<file path="config.mk">
export PLATFORM = sky130hd
export DESIGN_NAME = pfs_sequencer
export DESIGN_NICKNAME = d
export VERILOG_FILES = /design/src/hdl/pfs_pkg.sv /design/src/hdl/pfs_tick_if.sv /design/src/hdl/pfs_sequencer.sv /design/src/hdl/pfs_timebase.sv
export SDC_FILE = /design/constraint.sdc
export NUM_CORES = 1
export LEC_CHECK = 0
export ABC_AREA = 1
export BUFFER_PORTS_ARGS = -buffer_cell sky130_fd_sc_hd__buf_2
export CORE_ASPECT_RATIO = 1.25
export CORE_MARGIN = 3
export CORE_UTILIZATION = 50
export DETAILED_ROUTE_END_ITERATION = 6
export HOLD_SLACK_MARGIN = 0.06
export PLACE_DENSITY = 0.89
export SYNTH_ARGS = -nofsm -noshare
export SYNTH_HDL_FRONTEND = slang
export SYNTH_SLANG_ARGS = --single-unit
</file>
<file path="constraint.sdc">
create_clock -name aclk -period 2.65 [get_ports aclk]
set_clock_uncertainty 0.2 [all_clocks]
set_input_delay 0.53 -clock aclk [delete_from_list [all_inputs] [get_ports aclk]]
set_output_delay 0.53 -clock aclk [all_outputs]
set_load 0.05 [all_outputs]
</file>
<file path="src/hdl/pfs_pkg.sv">
package pfs_pkg;

  // clock and timebase
  localparam int CLK_PERIOD_NS = 8;
  localparam int MS_NS = 1000000;
  localparam int CYC_PER_MS = (MS_NS + CLK_PERIOD_NS - 1) / CLK_PERIOD_NS;

  // short check scales with filter capacitance: under 15 ms per uF
  localparam int CHECK_MS_PER_UF = 15;
  localparam logic [7:0] CHECK_STEP_MS_RST = 8'(CHECK_MS_PER_UF / 2 + 1);
  localparam logic [7:0] START_MS_RST = 8'h01;

  // register byte offsets
  localparam logic [7:0] CONFIG_OFS = 8'h00;
  localparam logic [7:0] CHECK_OFS = 8'h04;
  localparam logic [7:0] START_OFS = 8'h08;
  localparam logic [7:0] STATUS_OFS = 8'h0C;

  // config fields
  localparam int CFG_MODE_LSB = 0;
  localparam int CFG_VARIANT_BIT = 2;
  localparam logic [1:0] MODE_RST = 2'h0;
  localparam logic VARIANT_RST = 1'b0;

  // status fields
  localparam int ST_STATE_LSB = 0;
  localparam int ST_CHECKED_BIT = 4;
  localparam int ST_OTE_BIT = 5;
  localparam int ST_OVL_BIT = 6;
  localparam int ST_READY_BIT = 7;
  localparam int ST_RESET_IN_BIT = 8;

  localparam logic [1:0] RESP_OKAY = 2'h0;
  localparam logic [1:0] RESP_SLVERR = 2'h2;

  typedef enum logic [1:0] {
    PFS_BRIDGE_LOAD,
    PFS_PARALLEL_BRIDGE,
    PFS_SINGLE_ENDED,
    PFS_MODE_SPARE
  } pfs_mode_t;

  typedef enum logic [2:0] {
    PFS_POWER_WAIT,
    PFS_CHECK_GND,
    PFS_CHECK_SUPPLY,
    PFS_SHORT_HOLD,
    PFS_STARTUP,
    PFS_RUN
  } pfs_state_t;

endpackage : pfs_pkg

</file>
<file path="src/hdl/pfs_tick_if.sv">
`timescale 1ns/1ps
interface pfs_tick_if;
  logic restart;
  logic tick;
  modport user (output restart, input tick);
  modport timer (input restart, output tick);
endinterface : pfs_tick_if

</file>
<file path="src/hdl/pfs_sequencer.sv">
// The address map and the AXI4-Lite register port are this design's own decisions.
`timescale 1ns/1ps
module pfs_sequencer #(
  parameter int CYC_PER_MS = pfs_pkg::CYC_PER_MS
) (
  // clock and reset
  input wire logic aclk,
  input wire logic aresetn,
  // axi4-lite write
  input wire logic [31:0] s_axi_awaddr,
  input wire logic s_axi_awvalid,
  output logic s_axi_awready,
  input wire logic [31:0] s_axi_wdata,
  input wire logic [3:0] s_axi_wstrb,
  input wire logic s_axi_wvalid,
  output logic s_axi_wready,
  output logic [1:0] s_axi_bresp,
  output logic s_axi_bvalid,
  input wire logic s_axi_bready,
  // axi4-lite read
  input wire logic [31:0] s_axi_araddr,
  input wire logic s_axi_arvalid,
  output logic s_axi_arready,
  output logic [31:0] s_axi_rdata,
  output logic [1:0] s_axi_rresp,
  output logic s_axi_rvalid,
  input wire logic s_axi_rready,
  // comparator flags, already synchronous
  input wire logic temp_over_100,
  input wire logic temp_over_125,
  input wire logic temp_over_155,
  input wire logic gate_drive_supply_ok,
  input wire logic common_supply_ok,
  input wire logic short_to_gnd,
  input wire logic short_to_stage_supply,
  input wire logic overload_detect,
  input wire logic overcurrent_detect,
  // controller reset pin
  input wire logic reset_in_n,
  // open-drain status pins
  input wire logic shutdown_fault_n_i,
  output logic shutdown_fault_n_o,
  output logic shutdown_fault_n_oe_n,
  input wire logic temp_warn_low_n_i,
  output logic temp_warn_low_n_o,
  output logic temp_warn_low_n_oe_n,
  input wire logic temp_warn_high_n_i,
  output logic temp_warn_high_n_o,
  output logic temp_warn_high_n_oe_n,
  input wire logic temp_warn_single_n_i,
  output logic temp_warn_single_n_o,
  output logic temp_warn_single_n_oe_n,
  // power stage control
  output logic [3:0] bridge_hiz,
  output logic [3:0] bridge_pulldown,
  output logic ready
);

  pfs_tick_if tb();

  pfs_timebase #(
    .CYC_PER_MS(CYC_PER_MS)
  ) u_timebase (
    .aclk(aclk),
    .aresetn(aresetn),
    .tb(tb)
  );

  // open-drain pins only ever pull low
  assign shutdown_fault_n_o = 1'b0;
  assign temp_warn_low_n_o = 1'b0;
  assign temp_warn_high_n_o = 1'b0;
  assign temp_warn_single_n_o = 1'b0;

  // register file
  pfs_pkg::pfs_mode_t mode;
  pfs_pkg::pfs_mode_t next_mode;
  logic variant_two;
  logic next_variant_two;
  logic [7:0] check_step_ms;
  logic [7:0] next_check_step_ms;
  logic [7:0] start_ms;
  logic [7:0] next_start_ms;

  // bus slave state
  logic aw_hold;
  logic next_aw_hold;
  logic w_hold;
  logic next_w_hold;
  logic [7:0] wr_addr;
  logic [7:0] next_wr_addr;
  logic [31:0] wr_data;
  logic [31:0] next_wr_data;
  logic [3:0] wr_strb;
  logic [3:0] next_wr_strb;
  logic next_bvalid;
  logic [1:0] next_bresp;
  logic next_rvalid;
  logic [31:0] next_rdata;
  logic [1:0] next_rresp;

  // sequencer state
  pfs_pkg::pfs_state_t state;
  pfs_pkg::pfs_state_t next_state;
  logic [7:0] ms_left;
  logic [7:0] next_ms_left;
  logic checked;
  logic next_checked;
  logic overtemp_error_latch;
  logic next_ote;
  logic ovl;
  logic next_ovl;
  logic reset_q;
  logic next_restart;
  logic restart;

  // registered pin values
  logic next_sd_low;
  logic next_warn_low;
  logic next_warn_high;
  logic next_warn_single;
  logic [3:0] next_hiz;
  logic [3:0] next_pulldown;
  logic next_ready;

  logic supplies_ok;
  logic checking;
  logic reset_rise;

  function automatic logic [7:0] pfs_ofs(input logic [31:0] addr);
    pfs_ofs = addr[7:0];
  endfunction : pfs_ofs

  function automatic logic pfs_mapped(input logic [31:0] addr);
    pfs_mapped = (addr[31:8] == 24'h000000) && (addr[1:0] == 2'h0) &&
                 (addr[7:0] <= pfs_pkg::STATUS_OFS);
  endfunction : pfs_mapped

  assign supplies_ok = gate_drive_supply_ok && common_supply_ok;
  assign checking = (state == pfs_pkg::PFS_CHECK_GND) ||
                    (state == pfs_pkg::PFS_CHECK_SUPPLY) ||
                    (state == pfs_pkg::PFS_SHORT_HOLD);
  assign reset_rise = reset_in_n && !reset_q;
  assign tb.restart = restart;

  // write path: address and data taken in either order
  always_comb begin
    next_aw_hold = aw_hold;
    next_w_hold = w_hold;
    next_wr_addr = wr_addr;
    next_wr_data = wr_data;
    next_wr_strb = wr_strb;
    next_bvalid = s_axi_bvalid;
    next_bresp = s_axi_bresp;
    next_mode = mode;
    next_variant_two = variant_two;
    next_check_step_ms = check_step_ms;
    next_start_ms = start_ms;
    if (s_axi_awvalid && s_axi_awready) begin
      next_aw_hold = 1'b1;
      next_wr_addr = pfs_ofs(s_axi_awaddr);
      if (!pfs_mapped(s_axi_awaddr)) begin
        next_wr_addr = 8'hFF;
      end
    end
    if (s_axi_wvalid && s_axi_wready) begin
      next_w_hold = 1'b1;
      next_wr_data = s_axi_wdata;
      next_wr_strb = s_axi_wstrb;
    end
    if (s_axi_bvalid && s_axi_bready) begin
      next_bvalid = 1'b0;
    end
    if (aw_hold && w_hold && !s_axi_bvalid) begin
      next_aw_hold = 1'b0;
      next_w_hold = 1'b0;
      next_bvalid = 1'b1;
      next_bresp = pfs_pkg::RESP_OKAY;
      if (wr_strb[0]) begin
        unique case (wr_addr)
          pfs_pkg::CONFIG_OFS: begin
            next_mode = pfs_pkg::pfs_mode_t'(
              wr_data[pfs_pkg::CFG_MODE_LSB +: 2]);
            next_variant_two = wr_data[pfs_pkg::CFG_VARIANT_BIT];
          end
          pfs_pkg::CHECK_OFS: next_check_step_ms = wr_data[7:0];
          pfs_pkg::START_OFS: next_start_ms = wr_data[7:0];
          default: ;
        endcase
      end
      if (wr_addr == 8'hFF) begin
        next_bresp = pfs_pkg::RESP_SLVERR;
      end
    end
  end

  // read path: one outstanding read, data registered
  always_comb begin
    next_rvalid = s_axi_rvalid;
    next_rdata = s_axi_rdata;
    next_rresp = s_axi_rresp;
    if (s_axi_rvalid && s_axi_rready) begin
      next_rvalid = 1'b0;
    end
    if (s_axi_arvalid && s_axi_arready) begin
      next_rvalid = 1'b1;
      next_rdata = 32'h00000000;
      next_rresp = pfs_pkg::RESP_OKAY;
      if (!pfs_mapped(s_axi_araddr)) begin
        next_rresp = pfs_pkg::RESP_SLVERR;
      end else begin
        unique case (pfs_ofs(s_axi_araddr))
          pfs_pkg::CONFIG_OFS: begin
            next_rdata[pfs_pkg::CFG_MODE_LSB +: 2] = mode;
            next_rdata[pfs_pkg::CFG_VARIANT_BIT] = variant_two;
          end
          pfs_pkg::CHECK_OFS: next_rdata[7:0] = check_step_ms;
          pfs_pkg::START_OFS: next_rdata[7:0] = start_ms;
          pfs_pkg::STATUS_OFS: begin
            next_rdata[pfs_pkg::ST_STATE_LSB +: 3] = state;
            next_rdata[pfs_pkg::ST_CHECKED_BIT] = checked;
            next_rdata[pfs_pkg::ST_OTE_BIT] = overtemp_error_latch;
            next_rdata[pfs_pkg::ST_OVL_BIT] = ovl;
            next_rdata[pfs_pkg::ST_READY_BIT] = ready;
            next_rdata[pfs_pkg::ST_RESET_IN_BIT] = reset_q;
          end
          default: ;
        endcase
      end
    end
  end

  // start-up sequencer and fault latches
  always_comb begin
    next_state = state;
    next_ms_left = ms_left;
    next_checked = checked;
    next_restart = 1'b0;
    next_ote = overtemp_error_latch;
    next_ovl = ovl;
    if (tb.tick && ms_left != 8'h00) begin
      next_ms_left = ms_left - 8'h01;
    end
    unique case (state)
      pfs_pkg::PFS_POWER_WAIT: begin
        if (supplies_ok) begin
          next_restart = 1'b1;
          if (!checked && mode != pfs_pkg::PFS_SINGLE_ENDED) begin
            next_state = pfs_pkg::PFS_CHECK_GND;
            next_ms_left = check_step_ms;
          end else begin
            next_state = pfs_pkg::PFS_STARTUP;
            next_ms_left = start_ms;
          end
        end
      end
      pfs_pkg::PFS_CHECK_GND: begin
        if (short_to_gnd) begin
          next_state = pfs_pkg::PFS_SHORT_HOLD;
        end else if (ms_left == 8'h00 ||
                     (tb.tick && ms_left == 8'h01)) begin
          next_state = pfs_pkg::PFS_CHECK_SUPPLY;
          next_ms_left = check_step_ms;
          next_restart = 1'b1;
        end
      end
      pfs_pkg::PFS_CHECK_SUPPLY: begin
        if (short_to_stage_supply) begin
          next_state = pfs_pkg::PFS_SHORT_HOLD;
        end else if (ms_left == 8'h00 ||
                     (tb.tick && ms_left == 8'h01)) begin
          next_state = pfs_pkg::PFS_STARTUP;
          next_checked = 1'b1;
          next_ms_left = start_ms;
          next_restart = 1'b1;
        end
      end
      pfs_pkg::PFS_SHORT_HOLD: begin
        if (!short_to_gnd && !short_to_stage_supply) begin
          next_state = pfs_pkg::PFS_STARTUP;
          next_checked = 1'b1;
          next_ms_left = start_ms;
          next_restart = 1'b1;
        end
      end
      pfs_pkg::PFS_STARTUP: begin
        if (!reset_in_n) begin
          next_ms_left = start_ms;
          next_restart = 1'b1;
        end else if (ms_left == 8'h00 ||
                     (tb.tick && ms_left == 8'h01)) begin
          next_state = pfs_pkg::PFS_RUN;
        end
      end
      pfs_pkg::PFS_RUN: begin
        if (!reset_in_n) begin
          next_state = pfs_pkg::PFS_STARTUP;
          next_ms_left = start_ms;
          next_restart = 1'b1;
        end
      end
      default: next_state = pfs_pkg::PFS_POWER_WAIT;
    endcase
    // checked survives supply dips; only a common-supply loss reruns it
    if (!supplies_ok) begin
      next_state = pfs_pkg::PFS_POWER_WAIT;
    end
    if (!common_supply_ok) begin
      next_checked = 1'b0;
      next_ovl = 1'b0;
    end else begin
      if (reset_rise && !checking) begin
        next_ovl = 1'b0;
      end
      if (overload_detect) begin
        next_ovl = 1'b1;
      end
    end
    if (!reset_in_n && !checking) begin
      next_ote = 1'b0;
    end
    if (temp_over_155) begin
      next_ote = 1'b1;
    end
  end

  // pin values, registered one cycle after their cause
  always_comb begin
    next_sd_low = checking || !supplies_ok || overtemp_error_latch || ovl;
    if (!reset_in_n && !checking) begin
      next_sd_low = 1'b0;
    end
    next_hiz = 4'hF;
    if (state == pfs_pkg::PFS_RUN && supplies_ok && !overtemp_error_latch && !ovl &&
        reset_in_n) begin
      next_hiz = 4'h0;
    end
    next_pulldown = 4'h0;
    if (!reset_in_n && !checking && supplies_ok &&
        mode != pfs_pkg::PFS_SINGLE_ENDED) begin
      next_pulldown = 4'hF;
    end
    next_warn_low = !variant_two && temp_over_100;
    next_warn_high = !variant_two && temp_over_125;
    next_warn_single = variant_two && temp_over_125;
    next_ready = (next_hiz == 4'h0) && !overcurrent_detect;
  end

  always_ff @(posedge aclk) begin
    if (!aresetn) begin
      mode <= pfs_pkg::pfs_mode_t'(pfs_pkg::MODE_RST);
      variant_two <= pfs_pkg::VARIANT_RST;
      check_step_ms <= pfs_pkg::CHECK_STEP_MS_RST;
      start_ms <= pfs_pkg::START_MS_RST;
      aw_hold <= 1'b0;
      w_hold <= 1'b0;
      wr_addr <= 8'h00;
      wr_data <= 32'h00000000;
      wr_strb <= 4'h0;
      s_axi_awready <= 1'b0;
      s_axi_wready <= 1'b0;
      s_axi_bvalid <= 1'b0;
      s_axi_bresp <= 2'h0;
      s_axi_arready <= 1'b0;
      s_axi_rvalid <= 1'b0;
      s_axi_rdata <= 32'h00000000;
      s_axi_rresp <= 2'h0;
      state <= pfs_pkg::PFS_POWER_WAIT;
      ms_left <= 8'h00;
      checked <= 1'b0;
      overtemp_error_latch <= 1'b0;
      ovl <= 1'b0;
      reset_q <= 1'b1; // idle pin level, so no false rise after reset
      restart <= 1'b0;
      shutdown_fault_n_oe_n <= 1'b1;
      temp_warn_low_n_oe_n <= 1'b1;
      temp_warn_high_n_oe_n <= 1'b1;
      temp_warn_single_n_oe_n <= 1'b1;
      bridge_hiz <= 4'hF;
      bridge_pulldown <= 4'h0;
      ready <= 1'b0;
    end else begin
      mode <= next_mode;
      variant_two <= next_variant_two;
      check_step_ms <= next_check_step_ms;
      start_ms <= next_start_ms;
      aw_hold <= next_aw_hold;
      w_hold <= next_w_hold;
      wr_addr <= next_wr_addr;
      wr_data <= next_wr_data;
      wr_strb <= next_wr_strb;
      s_axi_awready <= !next_aw_hold;
      s_axi_wready <= !next_w_hold;
      s_axi_bvalid <= next_bvalid;
      s_axi_bresp <= next_bresp;
      s_axi_arready <= !next_rvalid;
      s_axi_rvalid <= next_rvalid;
      s_axi_rdata <= next_rdata;
      s_axi_rresp <= next_rresp;
      state <= next_state;
      ms_left <= next_ms_left;
      checked <= next_checked;
      overtemp_error_latch <= next_ote;
      ovl <= next_ovl;
      reset_q <= reset_in_n;
      restart <= next_restart;
      shutdown_fault_n_oe_n <= !next_sd_low;
      temp_warn_low_n_oe_n <= !next_warn_low;
      temp_warn_high_n_oe_n <= !next_warn_high;
      temp_warn_single_n_oe_n <= !next_warn_single;
      bridge_hiz <= next_hiz;
      bridge_pulldown <= next_pulldown;
      ready <= next_ready;
    end
  end

endmodule : pfs_sequencer

</file>
<file path="src/hdl/pfs_timebase.sv">
`timescale 1ns/1ps
module pfs_timebase #(
  parameter int CYC_PER_MS = pfs_pkg::CYC_PER_MS
) (
  // clock and reset
  input wire logic aclk,
  input wire logic aresetn,
  // millisecond tick toward the sequencer
  pfs_tick_if.timer tb
);

  logic [31:0] count;
  logic [31:0] next_count;
  logic tick;
  logic next_tick;

  // restart realigns the first tick to a whole millisecond
  always_comb begin
    next_tick = 1'b0;
    next_count = count + 32'h00000001;
    if (tb.restart) begin
      next_count = 32'h00000000;
    end else if (count >= 32'(CYC_PER_MS - 1)) begin
      next_count = 32'h00000000;
      next_tick = 1'b1;
    end
  end

  always_ff @(posedge aclk) begin
    if (!aresetn) begin
      count <= 32'h00000000;
      tick <= 1'b0;
    end else begin
      count <= next_count;
      tick <= next_tick;
    end
  end

  assign tb.tick = tick;

endmodule : pfs_timebase

</file>
==> metrics, run 1 <==
Max Cap Violations=0; PwrDens=605 nW/um^2; clock buffer depth=2; CTS tree=yes; Gate Count Post-Synth=789; critical path type=reg2reg; GP Congestion=0.888; status=finished, final reports clean; CP cell instances=inv_1 -> ha_1 -> nand2_2 -> nor2_1 -> nor2_2 -> nand2_1 -> nand2_1 -> inv_1 -> nand2_1 -> nand2_1 -> nor2_1 -> nor2_1; min cycle time layout=2070 ps; Fmax achieved=0.482 GHz; die width=99.4 um; GR Util All Layers=0.197; Leakage Power=3.08 nW; mapped cell area=5450 sq um; period utilisation layout=0.783; Port Buffers=118; CP top delay family=simple AND/OR/NAND/NOR gates; final HPWL from detailed placement=9320 um; num ports=179; post-route cell area=6350 sq um; grt ovf=0; Worst Path Buf+Inv=2; post-DR wirelength/cell=11.8 um; crit-path max FO=13; Required @ worst endpoint=2670 ps; number of setup buffers added after CTS=0; Area growth syn-to-layout=16.6%; share of layout cells above drive strength 1=0.185; Post-synth EDFFs=0; DP Area=6060 sq um; hold-fix buffers at CTS=0; die area=12200 sq um; Main synth FF type=dfxtp_1; crit path launch type=flip-flop; first-pass GRT wire length=19700 um; synth unique cells=40; Worst Slack Setup Final=575 ps; largest net degree at the start of global routing=38; # setup viols final=0; Async SR Flop Fraction=0; Nets=1040; initial antenna violation count=0; Syn. warnings=0; Worst Hold Class=in2reg; # diodes=0; worst slack at placement=603 ps; fillers=1008; Clock Latency Late Sink=350 ps; residual DRC count=0; commonest cells after routing, fill and taps aside=nand2_1, nor2_1, buf_2; Critical Path Most Common Cell=nand2_1; Via density=5.02; htree depth=3; 1st-iter DRT viols=387; core area=10600 sq um; Worst setup EP type=flip-flop; Final ANT Viol Nets=0; hold slack=132 ps; slowest CP cell=nor2_2; Starting Density=0.513; CTS Root Buffer Type=clkbuf_16; Seq/Total Area, Yosys=0.404; RSZ-0062 raised after global routing=no; router iterations before antenna repair=7; vias in the first global route=4712; Final Hold Vio Count=0; number of clock sinks=110; # rows=42; Setup TNS=0 ps; Num CTS Buffers=9; Syn Area/Cell=6.91 sq um; Final Max Tran Viols=0; Worst path max stage delay=390 ps; vias=5281; leading cell type in the layout, fill and taps excluded=nand2_1; # resized after CTS=0; worst path arrival time=2100 ps; VDD IR max=382 uV; post-synthesis register bit count=110; WL final=12400 um; Die Height=123 um; clk slew on worst S/H paths=80 ps
## report_power, final
group          internal, mW  total [mW]  switching (mW)  leakage, nW
sequential             1.73        1.79          0.0563        0.901
combinational         0.236       0.752           0.516         2.03
clock                 0.660        1.31           0.648        0.141
## final timing paths
kind | slack (ps) | cells after the start | to | start
max reg2reg | 580 | 12 | ms_left[4] | ms_left[0]
min | 130 | 2 | ready | overcurrent_detect
min reg2reg | 220 | 1 | temp_warn_single_n_oe_n | variant_two
max | 580 | 12 | ms_left[4] | ms_left[0]
## flip-flops by register name, indices dropped and copies added, names as in the netlist, 2 cells and up
signal / flops
mode: 2
wr_data: 8
state: 3
start_ms: 8
s_axi_rdata: 9
u_timebase.count: 32
wr_addr: 8
ms_left: 8
check_step_ms: 8
## area by class of cell
class,count,area [sq um],share of cell area
clock inverter,7,66.3,0.0104
tap,132,165,0.0260
inverter,98,368,0.0579
clock buffer,9,225,0.0354
sequential,110,2200,0.347
multi-input combinational,575,2720,0.427
timing repair buffer,121,613,0.0965
## synthesized netlist by cell type, drive strengths merged (3+ instances only)
cell / n / area share
nand4: 11 / 0.013
xor2: 11 / 0.018
nor2: 130 / 0.095
nand3: 65 / 0.062
a211oi: 5 / 0.0069
dfxtp: 110 / 0.40
nor4: 4 / 0.0046
nor3: 16 / 0.023
buf: 41 / 0.054
o22ai: 3 / 0.0034
clkbuf: 8 / 0.0055
nand2: 165 / 0.12
ha: 4 / 0.0092
o21ai: 48 / 0.044
or2: 4 / 0.0046
inv: 96 / 0.066
a21oi: 49 / 0.047
xnor2: 6 / 0.0096
## logic make-up (layout without fill, tap and decap cells)
logic type      count (synthesis)  after routing  share of synthesized area
flops                         110            110                      0.404
buf+inv                       147            235                      0.127
other cells                     1             44                   0.000688
fa+ha+maj                       4              4                    0.00918
simple gates                  400            400                      0.323
compound gates                110            110                      0.108
xor+xnor                       17             17                     0.0273
## per-layer routing
| layer | wire (um) | track usage | up-vias | part of all wire |
|---|---|---|---|---|
| li1 | - | - | 2700 | - |
| met1 | 4930 | 0.234 | 2342 | 0.40 |
| met2 | 6250 | 0.350 | 205 | 0.50 |
| met3 | 852 | 0.0284 | 34 | 0.069 |
| met4 | 364 | 0.0888 | 0 | 0.029 |
| met5 | 0 | 0 | - | 0 |
## worst reg2reg max path, stage by stage (launching register included)
cell and delay, ps:
dfxtp_1 370, inv_1 120, ha_1 220, nand2_2 90
nor2_1 60, nor2_2 390, nand2_1 140, nand2_1 80
inv_1 40, nand2_1 50, nand2_1 50, nor2_1 90
nor2_1 50
## metrics by stage
step	std cells	utilization	total power, mW
2_1_floorplan	832	-	2.43
3_3_place_gp	1036	0.571	2.55
3_5_place_dp	1036	0.571	2.56
4_1_cts	1052	0.599	3.86
5_1_grt	1052	0.599	4.03
6_report	1052	0.599	3.84
(Power assumes the default switching activity.)
==> inputs of run 2 (changes only) <==
--- a/config.mk
+++ b/config.mk
@@ -5,14 +5,14 @@
 export SDC_FILE = /design/constraint.sdc
 export NUM_CORES = 1
 export LEC_CHECK = 0
-export ABC_AREA = 1
+export ABC_AREA = 0
 export BUFFER_PORTS_ARGS = -buffer_cell sky130_fd_sc_hd__buf_2
 export CORE_ASPECT_RATIO = 1.25
 export CORE_MARGIN = 3
 export CORE_UTILIZATION = 50
 export DETAILED_ROUTE_END_ITERATION = 6
 export HOLD_SLACK_MARGIN = 0.06
-export PLACE_DENSITY = 0.89
+export PLACE_DENSITY = 0.9
 export SYNTH_ARGS = -nofsm -noshare
 export SYNTH_HDL_FRONTEND = slang
 export SYNTH_SLANG_ARGS = --single-unit
==> constraint.sdc (replaced) <==
create_clock -name aclk -period 2.2 [get_ports aclk]
set_clock_uncertainty 0.2 [all_clocks]
set_input_delay 0.44 -clock aclk [delete_from_list [all_inputs] [get_ports aclk]]
set_output_delay 0.44 -clock aclk [all_outputs]
set_load 0.05 [all_outputs]
==> metrics, run 2 <==
most frequent cells after synthesis=dfxtp_1, nand2_1, nor2_1 (was nand2_1, nor2_1, dfxtp_1); final HPWL from detailed placement=9280 um (was 9320 um); CP top delay family=simple AND/OR/NAND/NOR gates (unchanged); GP Congestion=0.887 (was 0.888); Worst path max stage delay=550 ps (was 390 ps); core area=9810 sq um (was 10600 sq um); Post-synth EDFFs=0 (unchanged); count leader, synth=dfxtp_1 (was nand2_1); Final Hold Vio Count=0 (unchanged); CTS tree=yes (unchanged); Main synth FF type=dfxtp_1 (unchanged); Via density=5.50 (was 5.02); slowest CP cell=or4_4 (was nor2_2); vias in the first global route=4540 (was 4712); crit path launch type=flip-flop (unchanged); number of clock sinks=110 (unchanged); residual DRC count=0 (unchanged); Nets=813 (was 1040); Syn Area/Cell=9.40 sq um (was 6.91 sq um); 1st-iter DRT viols=331 (was 387); first-pass GRT wire length=20600 um (was 19700 um); placed cells=795 (was 1036); Worst Slack Setup Final=-11.6 ps (was 575 ps); largest net degree at the start of global routing=73 (was 38); initial antenna violation count=0 (unchanged); WL final=12700 um (was 12400 um); Setup TNS=-11.6 ps (was 0 ps); period utilisation layout=1.01 (was 0.783); Die Height=119 um (was 123 um); Seq/Total Area, Yosys=0.429 (was 0.404); post-synthesis register bit count=110 (unchanged); top flop regs=u_timebase.count: 32 flops, s_axi_rdata: 9 flops (unchanged); most flop-heavy register=u_timebase.count (unchanged); Async SR Flop Fraction=0 (unchanged); number of flip-flops under the largest register name=32 (unchanged); post-DR wirelength/cell=15.5 um (was 11.8 um); Final Max Tran Viols=0 (unchanged); clk slew on worst S/H paths=80 ps (about the same); share of layout cells above drive strength 1=0.278 (was 0.185); clock buffer depth=2 (unchanged); num ports=179 (unchanged); Worst Path Buf+Inv=0 (was 2); Num CTS Buffers=9 (unchanged); leading cell type in the layout, fill and taps excluded=buf_2 (was nand2_1); Area growth syn-to-layout=21.9% (was 16.6%); VDD IR max=462 uV (was 382 uV); Worst setup EP type=flip-flop (unchanged); # rows=40 (was 42); PwrDens=787 nW/um^2 (was 605 nW/um^2); main area contributors after synthesis=dfxtp_1, mux2i_1, buf_4 (was dfxtp_1, nand2_1, nor2_1); post-route cell area=6260 sq um (was 6350 sq um); Max Cap Violations=0 (unchanged); Leakage Power=2.71 nW (was 3.08 nW); status=finished, violations left (was finished, final reports clean); CP cell instances=or4_4 -> nor4_4 -> nor3b_4 -> mux2i_1 -> nor2b_1 (was inv_1 -> ha_1 -> nand2_2 -> nor2_1 -> nor2_2 -> nand2_1 -> nand2_1 -> inv_1 -> nand2_1 -> nand2_1 -> nor2_1 -> nor2_1); router iterations before antenna repair=5 (was 7); worst slack at placement=-47.7 ps (was 603 ps); die area=11500 sq um (was 12200 sq um); Clock Latency Late Sink=350 ps (about the same); Finished Layout Cells=819 (was 1052); grt ovf=0 (unchanged); Starting Density=0.523 (was 0.513); crit-path max FO=3 (was 13); mapped cell area=5130 sq um (was 5450 sq um); Worst Hold Class=in2reg (unchanged); failing checks=setup timing; Gate Count Post-Synth=546 (was 789); GR Util All Layers=0.216 (was 0.197); DP Area=5840 sq um (was 6060 sq um); htree depth=3 (unchanged); critical path type=reg2reg (unchanged); # diodes=0 (unchanged); commonest cells after routing, fill and taps aside=buf_2, dfxtp_1, nand2_1 (was nand2_1, nor2_1, buf_2); die width=96.6 um (was 99.4 um); Fmax achieved=0.452 GHz (was 0.482 GHz); RSZ-0062 raised after global routing=yes (was no); Final ANT Viol Nets=0 (unchanged); Syn. warnings=0 (unchanged); min cycle time layout=2210 ps (was 2070 ps); # setup viols final=1 (was 0); CTS Root Buffer Type=clkbuf_16 (unchanged); Port Buffers=118 (unchanged); synth unique cells=69 (was 40); Yosys top cell area share=0.429 (was 0.404); worst path arrival time=2260 ps (was 2100 ps); Synth area leader=dfxtp_1 (unchanged); Required @ worst endpoint=2250 ps (was 2670 ps); vias=4504 (was 5281)
-- run 2: changes by cell type after synthesis, moves of 22 or more --
cell / change
a21boi_0: +22
a21oi_1: -39
inv_1: -78
mux2i_1: +27
nand2_1: -110
nand3_1: -50
nor2_1: -78
nor2b_1: +23
o21ai_0: -29
-- run 2: worst paths after layout --
check                       from              endpoint  slack (ps)  cells after the start
max                   wr_addr[4]               mode[0]         -10                      5
min                temp_over_155  overtemp_error_latch         100                      2
max reg2reg           wr_addr[4]               mode[0]         -10                      5
min reg2reg  u_timebase.count[0]   u_timebase.count[0]         240                      1
-- run 2: kinds of logic (layout without fill, tap and decap cells) --
logic type      count (synthesis)  count (layout)  synth area share
compound gates                 88              88             0.136
other cells                     1              44          0.000730
buf+inv                        67             170            0.0753
flops                         110             110             0.429
fa+ha+maj                       4               4           0.00975
mux                            34              34            0.0746
xor+xnor                       19              19            0.0324
simple gates                  223             224             0.242
-- run 2: report_power, final --
group / total [mW] / internal (mW) / leakage (nW) / switching, mW
logic: 1.12 / 0.477 / 1.67 / 0.647
registers: 2.20 / 2.10 / 0.902 / 0.103
clock network: 1.60 / 0.803 / 0.144 / 0.792
total: 4.92 / 3.38 / 2.71 / 1.54
-- run 2: metrics by stage --
stage	total power [mW]	hold WS, ps	util
global route	5.15	103	0.638
detailed placement	3.32	200	0.595
finish	4.92	104	0.638
CTS	4.91	92.2	0.630
floorplan	3.03	189	-
global placement	3.25	203	0.595
-- run 2: area by class of cell --
cell class              instances  area, sq um
well taps                     126          158
fillers                       748         3550
multi-input cells             413         2750
clock buffers                   9          225
repair buffers                141          787
inverters                      13         48.8
flip-flops and latches        110         2210
clock inverters                 7         77.6
-- run 2: what timing repair did --
item                                    in CTS  in global routing
cloned                                       0                  1
endpoints found under the hold margin        3                  0
hold buffers                                 3                  0
pin swaps                                    0                  7
gates resized for setup                      1                 12
setup buffers                                0                  4
endpoints found under the setup margin       2                 28
-- run 2: layer usage --
layer / GRT usage / part of all wire / up-vias
met4: 0.109 / 0.027 / 0
met5: 0 / 0 / -
met2: 0.396 / 0.54 / 202
met3: 0.0410 / 0.061 / 33
met1: 0.235 / 0.37 / 2121
li1: - / - / 2148
